## config.mk

```make
export PLATFORM = sky130hd
export DESIGN_NAME = adrr_range_regs
export DESIGN_NICKNAME = d
export VERILOG_FILES = /design/src/adrr_pkg.sv /design/src/adrr_regmem.sv /design/src/adrr_range_regs.sv
export VERILOG_INCLUDE_DIRS = /design/src
export SDC_FILE = /design/constraint.sdc
export NUM_CORES = 1
export LEC_CHECK = 0
export BUFFER_PORTS_ARGS = -buffer_cell sky130_fd_sc_hd__buf_2
export CAP_MARGIN = 20
export CELL_PAD_IN_SITES_DETAIL_PLACEMENT = 0
export CELL_PAD_IN_SITES_GLOBAL_PLACEMENT = 2
export CORE_AREA = 2 2 126 128
export CTS_CLUSTER_DIAMETER = 60
export DETAILED_ROUTE_END_ITERATION = 8
export DIE_AREA = 0 0 128 130
export PLACE_DENSITY = 0.84
export SYNTH_ARGS = -nofsm -noshare
export SYNTH_HDL_FRONTEND = slang
export SYNTH_SLANG_ARGS = --single-unit
```

## constraint.sdc

```tcl
create_clock -name clock_i -period 3.8 [get_ports clock_i]
set_input_delay 0.95 -clock clock_i [delete_from_list [all_inputs] [get_ports clock_i]]
set_output_delay 0.95 -clock clock_i [all_outputs]
set_load 0.005 [all_outputs]
```

## src/adrr_defines.svh

```systemverilog
// adrr_defines.svh: named offsets, field positions, codes and reset values
// of the input range register bank; definitions only, included by bare name.
`ifndef ADRR_DEFINES_SVH
`define ADRR_DEFINES_SVH

// access word layout
`define ADRR_ACC_W 16
`define ADRR_ADDR_MSB 15
`define ADRR_ADDR_LSB 9
`define ADRR_ADDR_W 7
`define ADRR_RSVD_BIT 8
`define ADRR_DATA_W 9
`define ADRR_FIELDS_W 8

// register addresses
`define ADRR_ADDR_A_LOW 7'h04
`define ADRR_ADDR_A_HIGH 7'h05
`define ADRR_ADDR_B_LOW 7'h06
`define ADRR_ADDR_B_HIGH 7'h07

// bank shape
`define ADRR_NUM_REGS 4
`define ADRR_IDX_W 2
`define ADRR_CH_PER_REG 4
`define ADRR_NUM_CH 16
`define ADRR_CH_PER_CONV 8
`define ADRR_FIELD_W 2

// reset values
`define ADRR_REG_RESET 9'h0FF
`define ADRR_FIELD_RESET 2'h3

// range field codes
`define ADRR_CODE_10V_LO 2'h0
`define ADRR_CODE_2P5V 2'h1
`define ADRR_CODE_5V 2'h2
`define ADRR_CODE_10V_HI 2'h3

`endif

```

## src/adrr_pkg.sv

```systemverilog
// adrr_pkg.sv: types of the input range register bank.
// assumes adrr_defines.svh sits in the same folder.
`include "adrr_defines.svh"

package adrr_pkg;

    // the three selectable input spans
    typedef enum logic [1:0] {
        ADRR_RNG_10V = 2'b00,
        ADRR_RNG_5V = 2'b01,
        ADRR_RNG_2P5V = 2'b10
    } adrr_range_t;

    typedef struct packed {
        logic [`ADRR_NUM_REGS-1:0][`ADRR_DATA_W-1:0] word;
        logic [`ADRR_DATA_W-1:0] rdata;
    } adrr_mem_state_t;

    typedef struct packed {
        logic rd_pend;
        logic [`ADRR_ADDR_W-1:0] rd_addr;
        logic rd_valid;
        logic [`ADRR_ACC_W-1:0] rd_word;
        logic wr_ack;
        adrr_range_t [`ADRR_NUM_CH-1:0] range;
        logic changed;
    } adrr_top_state_t;

endpackage

```

## src/adrr_regmem.sv

```systemverilog
// adrr_regmem.sv: four 9-bit range words with one write and one read port.
// assumes single clock; read data come out of a register, read-before-write.
`timescale 1ns/100ps
`include "adrr_defines.svh"

module adrr_regmem (
    input wire logic clock_i, // interface clock
    input wire logic rst_i, // async reset, active high
    input wire logic ce_i, // clock enable
    input wire logic wr_en_i, // write strobe
    input wire logic [`ADRR_IDX_W-1:0] wr_idx_i, // word written
    input wire logic [`ADRR_DATA_W-1:0] wr_data_i, // bits 8..0 to store
    input wire logic [`ADRR_IDX_W-1:0] rd_idx_i, // word read
    output logic [`ADRR_DATA_W-1:0] rd_data_o, // registered read data
    output logic [`ADRR_NUM_REGS*`ADRR_FIELDS_W-1:0] fields_o // range fields of all words
);

    adrr_pkg::adrr_mem_state_t st_reg;
    adrr_pkg::adrr_mem_state_t st_next;

    always_comb begin
        st_next = st_reg;
        st_next.rdata = st_reg.word[rd_idx_i];
        if (wr_en_i) begin
            st_next.word[wr_idx_i] = wr_data_i;
        end
    end

    always_ff @(posedge clock_i or posedge rst_i) begin
        if (rst_i) begin
            for (int i = 0; i < `ADRR_NUM_REGS; i++) begin
                st_reg.word[i] <= `ADRR_REG_RESET;
            end
            st_reg.rdata <= '0;
        end else if (ce_i) begin
            st_reg <= st_next;
        end
    end

    assign rd_data_o = st_reg.rdata;

    generate
        for (genvar r = 0; r < `ADRR_NUM_REGS; r++) begin : g_fld
            assign fields_o[r*`ADRR_FIELDS_W +: `ADRR_FIELDS_W] =
                st_reg.word[r][`ADRR_FIELDS_W-1:0];
        end
    endgenerate

endmodule

```

## src/adrr_range_regs.sv

```systemverilog
// adrr_range_regs.sv: input range register bank, four 16-bit words that
// select the span of each of the sixteen analog inputs of both converters.
// assumes the interface logic hands over one decoded access word per strobe
// on this clock; framing and the other registers live elsewhere.
`timescale 1ns/100ps
`include "adrr_defines.svh"

// Notes on behaviour
// - converter A inputs 0-3 at 0x04, reset 0x00FF
// - converter A inputs 4-7 at 0x05, reset 0x00FF
// - converter B inputs 0-3 at 0x06, reset 0x00FF
// - converter B inputs 4-7 at 0x07, reset 0x00FF
// - highest channel in bits 7:6, lowest 1:0
// - code 00/11 ten volts, 01 2.5, 10 five
// - every field resets to 3, ten volt span
// - bits 15:9 address, bit 8 reserved storage
// - three spans, chosen per channel independently
module adrr_range_regs (
    input wire logic clock_i, // interface clock, 200 MHz
    input wire logic rst_i, // async reset, active high
    input wire logic ce_i, // clock enable, freezes all state when low
    input wire logic acc_valid_i, // one access word offered
    input wire logic acc_write_i, // 1 write, 0 read
    input wire logic [`ADRR_ACC_W-1:0] acc_word_i, // address 15:9, data 8:0
    output logic rd_valid_o, // read answer strobe
    output logic [`ADRR_ACC_W-1:0] rd_word_o, // read answer word
    output logic wr_ack_o, // write stored strobe
    output logic range_changed_o, // some span changed
    output logic [1:0] conv_a_in0_range_o, // span of converter A input 0
    output logic [1:0] conv_a_in1_range_o, // span of converter A input 1
    output logic [1:0] conv_a_in2_range_o, // span of converter A input 2
    output logic [1:0] conv_a_in3_range_o, // span of converter A input 3
    output logic [1:0] conv_a_in4_range_o, // span of converter A input 4
    output logic [1:0] conv_a_in5_range_o, // span of converter A input 5
    output logic [1:0] conv_a_in6_range_o, // span of converter A input 6
    output logic [1:0] conv_a_in7_range_o, // span of converter A input 7
    output logic [1:0] conv_b_in0_range_o, // span of converter B input 0
    output logic [1:0] conv_b_in1_range_o, // span of converter B input 1
    output logic [1:0] conv_b_in2_range_o, // span of converter B input 2
    output logic [1:0] conv_b_in3_range_o, // span of converter B input 3
    output logic [1:0] conv_b_in4_range_o, // span of converter B input 4
    output logic [1:0] conv_b_in5_range_o, // span of converter B input 5
    output logic [1:0] conv_b_in6_range_o, // span of converter B input 6
    output logic [1:0] conv_b_in7_range_o // span of converter B input 7
);

    adrr_pkg::adrr_top_state_t st_reg;
    adrr_pkg::adrr_top_state_t st_next;

    logic [`ADRR_ADDR_W-1:0] target_reg_field;
    logic [`ADRR_DATA_W-1:0] acc_data;
    logic addr_hit;
    logic [`ADRR_IDX_W-1:0] acc_idx;
    logic mem_wr_en;
    logic [`ADRR_DATA_W-1:0] mem_rd_data;
    logic [`ADRR_NUM_REGS*`ADRR_FIELDS_W-1:0] mem_fields;
    adrr_pkg::adrr_range_t [`ADRR_NUM_CH-1:0] range_dec;

    // three spans, with both ten volt codes folded together
    function automatic adrr_pkg::adrr_range_t decode_span(input logic [1:0] code);
        adrr_pkg::adrr_range_t span;
        span = adrr_pkg::ADRR_RNG_10V;
        unique case (code)
            `ADRR_CODE_10V_LO: span = adrr_pkg::ADRR_RNG_10V;
            `ADRR_CODE_2P5V: span = adrr_pkg::ADRR_RNG_2P5V;
            `ADRR_CODE_5V: span = adrr_pkg::ADRR_RNG_5V;
            `ADRR_CODE_10V_HI: span = adrr_pkg::ADRR_RNG_10V;
        endcase
        return span;
    endfunction

    // split the access word
    assign target_reg_field = acc_word_i[`ADRR_ADDR_MSB:`ADRR_ADDR_LSB];
    assign acc_data = acc_word_i[`ADRR_DATA_W-1:0];

    // the four words sit on consecutive addresses
    assign addr_hit = (target_reg_field == `ADRR_ADDR_A_LOW)
                    || (target_reg_field == `ADRR_ADDR_A_HIGH)
                    || (target_reg_field == `ADRR_ADDR_B_LOW)
                    || (target_reg_field == `ADRR_ADDR_B_HIGH);
    assign acc_idx = `ADRR_IDX_W'(target_reg_field - `ADRR_ADDR_A_LOW);

    // unmapped addresses belong to other registers and are left alone
    assign mem_wr_en = acc_valid_i && acc_write_i && addr_hit;

    adrr_regmem u_mem (
        .clock_i(clock_i),
        .rst_i(rst_i),
        .ce_i(ce_i),
        .wr_en_i(mem_wr_en),
        .wr_idx_i(acc_idx),
        .wr_data_i(acc_data),
        .rd_idx_i(acc_idx),
        .rd_data_o(mem_rd_data),
        .fields_o(mem_fields)
    );

    // channel g lives in word g/4, field g%4; higher channel in higher bits
    generate
        for (genvar g = 0; g < `ADRR_NUM_CH; g++) begin : g_ch
            localparam int REG_I = g / `ADRR_CH_PER_REG;
            localparam int FLD_I = g % `ADRR_CH_PER_REG;
            localparam int LSB = REG_I * `ADRR_FIELDS_W + FLD_I * `ADRR_FIELD_W;
            assign range_dec[g] = decode_span(mem_fields[LSB +: `ADRR_FIELD_W]);
        end
    endgenerate

    always_comb begin
        st_next = st_reg;
        st_next.rd_pend = acc_valid_i && !acc_write_i && addr_hit;
        st_next.rd_addr = target_reg_field;
        st_next.wr_ack = mem_wr_en;
        st_next.rd_valid = st_reg.rd_pend;
        if (st_reg.rd_pend) begin
            // echo the address; reserved bit and fields as stored
            st_next.rd_word = {st_reg.rd_addr, mem_rd_data};
        end
        st_next.range = range_dec;
        st_next.changed = (range_dec != st_reg.range);
    end

    always_ff @(posedge clock_i or posedge rst_i) begin
        if (rst_i) begin
            st_reg.rd_pend <= 1'b0;
            st_reg.rd_addr <= '0;
            st_reg.rd_valid <= 1'b0;
            st_reg.rd_word <= '0;
            st_reg.wr_ack <= 1'b0;
            for (int i = 0; i < `ADRR_NUM_CH; i++) begin
                st_reg.range[i] <= adrr_pkg::ADRR_RNG_10V;
            end
            st_reg.changed <= 1'b0;
        end else if (ce_i) begin
            st_reg <= st_next;
        end
    end

    assign rd_valid_o = st_reg.rd_valid;
    assign rd_word_o = st_reg.rd_word;
    assign wr_ack_o = st_reg.wr_ack;
    assign range_changed_o = st_reg.changed;

    assign conv_a_in0_range_o = st_reg.range[0];
    assign conv_a_in1_range_o = st_reg.range[1];
    assign conv_a_in2_range_o = st_reg.range[2];
    assign conv_a_in3_range_o = st_reg.range[3];
    assign conv_a_in4_range_o = st_reg.range[4];
    assign conv_a_in5_range_o = st_reg.range[5];
    assign conv_a_in6_range_o = st_reg.range[6];
    assign conv_a_in7_range_o = st_reg.range[7];
    assign conv_b_in0_range_o = st_reg.range[`ADRR_CH_PER_CONV+0];
    assign conv_b_in1_range_o = st_reg.range[`ADRR_CH_PER_CONV+1];
    assign conv_b_in2_range_o = st_reg.range[`ADRR_CH_PER_CONV+2];
    assign conv_b_in3_range_o = st_reg.range[`ADRR_CH_PER_CONV+3];
    assign conv_b_in4_range_o = st_reg.range[`ADRR_CH_PER_CONV+4];
    assign conv_b_in5_range_o = st_reg.range[`ADRR_CH_PER_CONV+5];
    assign conv_b_in6_range_o = st_reg.range[`ADRR_CH_PER_CONV+6];
    assign conv_b_in7_range_o = st_reg.range[`ADRR_CH_PER_CONV+7];

endmodule

```

==> run summary <==
Post-CTS Resized: 0
crit path launch type: input port
final clock skew: 3.96 ps
Mapped Area: 5250 um^2
pre-CTS setup slack: 1080 ps
leakage: 2.66 nW
post-route ant nets: 0
number of buffers added on ports: 71
DRC: 0
initial antenna violation count: 0
area grow syn2layout: 8.91%
Clock Path Buffers: 2
warnings from Yosys: 0
reg-to-reg startpoint: u_mem.fields_o[26]$_DFFE_PP1P_
crit-path cells: buf_2, nand4bb_1, nor3_2, nand3_2, nor3_4, mux2_2
Initial Util: 34.0%
Nets: 479
worst-path fanout max: 9
met2 Resource Use GR: 24.1%
CORE AREA: 15400 um^2
RSZ-0062 raised after global routing: no
DRT Pass-1 Iters: 4
vias in the first global route: 3453
Post-DP Area: 5450 um^2
met1 Use GR: 19.9%
# fillers: 1548
maxcap violations: 0
Cells after DPL: 639
Worst Setup Path Type: in2reg
hold buffer count at cts: 0
M3 GR Usage: 2.83%
worst hold path type: reg2reg
mean number of vias per cell: 5.04
# setup viols final: 0
setup ws final: 1450 ps
Final Total Pwr: 2.27 mW
clk root buf: clkbuf_16
CTS sink count: 104
Least-Margin Pin Slew: 817 ps
drt initial violations: 151
Num CTS Buffers: 9
period utilisation layout: 61.8%
Clock Latency Late Sink: 350 ps
hold path start: rd_word_o[6]$_DFFE_PP0P_
Required @ worst endpoint: 4040 ps
Setup TNS: 0 ps
Final Instance Count excl. Fillers: 655
syn nets: 454
Post CTS Setup Buffer Count: 0
CP top delay family: simple AND/OR/NAND/NOR gates
die height: 130 um
register area share after synthesis: 50.3%
Critical path buffers and inverters: 1
Routed WL per cell: 18.1 um
antenna cells: 0
Final Hold Fails: 0
DR vias: 3302
Synth Instances: 433
max FFs per register: 32
Slew Viols, Final: 0
Worst EP arrival: 2590 ps
critical path capture point type: register
register bit total from synthesis: 104
peak supply drop: 0.198 mV
Slowest-stage cell, CP: nor3_4
CTS tree: yes
die area: 16600 um^2
status: finished clean
gr busiest metal: met2
PwrDens: 398 nW/um^2
Synth cell types: 41
Hold WS: 502 ps
fin util: 37.1%
Slew HR: 45.5%
die width: 128 um
num ports: 72
Total GRT Usage: 15.0%
Final min period: 2350 ps
RD Place Congestion: 0.779
Reg clk slew, reported paths: 70 ps
H-tree depth: 3
CP startpoint: acc_word_i[14]
Avg Inst Size Synth: 12.1 um^2
post-route cell area: 5720 um^2
HPWL after DPL: 8.51 mm
Post-Route WL: 11.8 mm
fraction of layout cells with a size suffix above 1: 45.6%
slowest stage delay, CP: 550 ps
first-pass GRT wire length: 18.8 mm
Fmax: 426 MHz
number of cell rows: 46
GRT overflow: 0
largest net degree at the start of global routing: 68
placed cells by master (no fill, tap or decap), drive strengths merged, types with 11 or more instances in the layout:
master / instances
buf: 75
nand2b: 13
clkbuf: 13
inv: 42
mux2: 68
dfrtp: 72
mux2i: 13
nand3b: 11
dfstp: 32
o21ai: 29
synthesized netlist by cell type:
cell       count  area share, %
dfrtp_1       72             34
mux2_2        67             14
buf_4         49            7.0
inv_1         42            3.0
dfstp_2       32             16
o21ai_0       29            2.8
mux2i_1       13            2.5
nand2b_1      13            1.5
a31o_2        10            1.7
nand3b_1      10            1.4
nor2b_1       10            1.2
mux4_2         8            3.4
xor2_1         8            1.3
buf_2          7           0.67
nand4_1        6           0.72
nor2_1         6           0.43
nor3_1         6           0.57
xnor2_1        6            1.0
a32oi_1        4           0.67
nor3b_1        4           0.57
a21oi_1        3           0.29
a22oi_1        3           0.43
a211oi_1       2           0.29
buf_1          2           0.14
clkbuf_1       2           0.14
nand3_2        2           0.38
nor4_1         2           0.24
or4_1          2           0.29
a21boi_0       1           0.14
a222oi_1       1           0.19
a31oi_1        1           0.12
and3_1         1           0.12
buf_6          1           0.21
mux2_1         1           0.21
mux4_1         1           0.50
nand2_1        1          0.071
nand3b_2       1           0.21
nand4bb_1      1           0.21
nor3_2         1           0.19
nor3_4         1           0.31
o22ai_1        1           0.12
where the power goes:
part / internal [mW] / switching, mW / total (mW)
sequential: 1.16 / 0.0436 / 1.21
combinational: 0.0986 / 0.109 / 0.208
clock: 0.462 / 0.396 / 0.858
total: 1.73 / 0.548 / 2.27
cell families (layout without fill, tap and decap cells):
group                  count (synthesis)  after routing  synth area share [%]
flip-flops                           104            104                  50.3
AND/OR/NAND/NOR                       67             67                  8.48
multiplexers                          90             90                  21.0
XOR/XNOR                              14             14                  2.34
buffers and inverters                103            133                  11.2
AO/OA/AOI/OAI                         55             55                  6.67
area by class of cell:
| type | count | area (um^2) | share of cell area [%] |
|---|---|---|---|
| clock inverters | 3 | 18.8 | 0.328 |
| multi-input cells | 226 | 2020 | 35.3 |
| repair buffers | 75 | 385 | 6.74 |
| clock buffers | 13 | 250 | 4.38 |
| flip-flops and latches | 104 | 2640 | 46.2 |
| inverters | 42 | 160 | 2.80 |
| well taps | 192 | 240 | 4.20 |
metal layers:
metal	share of wire, %	routed length [um]
met5	0	0
met4	2.3	267
met3	4.1	483
met2	47	5610
met1	46	5470
worst paths after layout:
check                                                          to  depth (start not counted)  slack [ps]
min in group asynchronous       conv_a_in3_range_o[0]$_DFFE_PP0P_                          2         760
max in group asynchronous           u_mem.fields_o[9]$_DFFE_PP1P_                          3        2150
worst max-delay path                 u_mem.st_reg[17]$_DFFE_PP0P_                          6        1450
worst min-delay path                     rd_word_o[6]$_DFFE_PP0P_                          1         500
worst min register to register           rd_word_o[6]$_DFFE_PP0P_                          1         500
worst max register to register        range_changed_o$_DFFE_PP0P_                          5        1890
(Power assumes the default switching activity.)
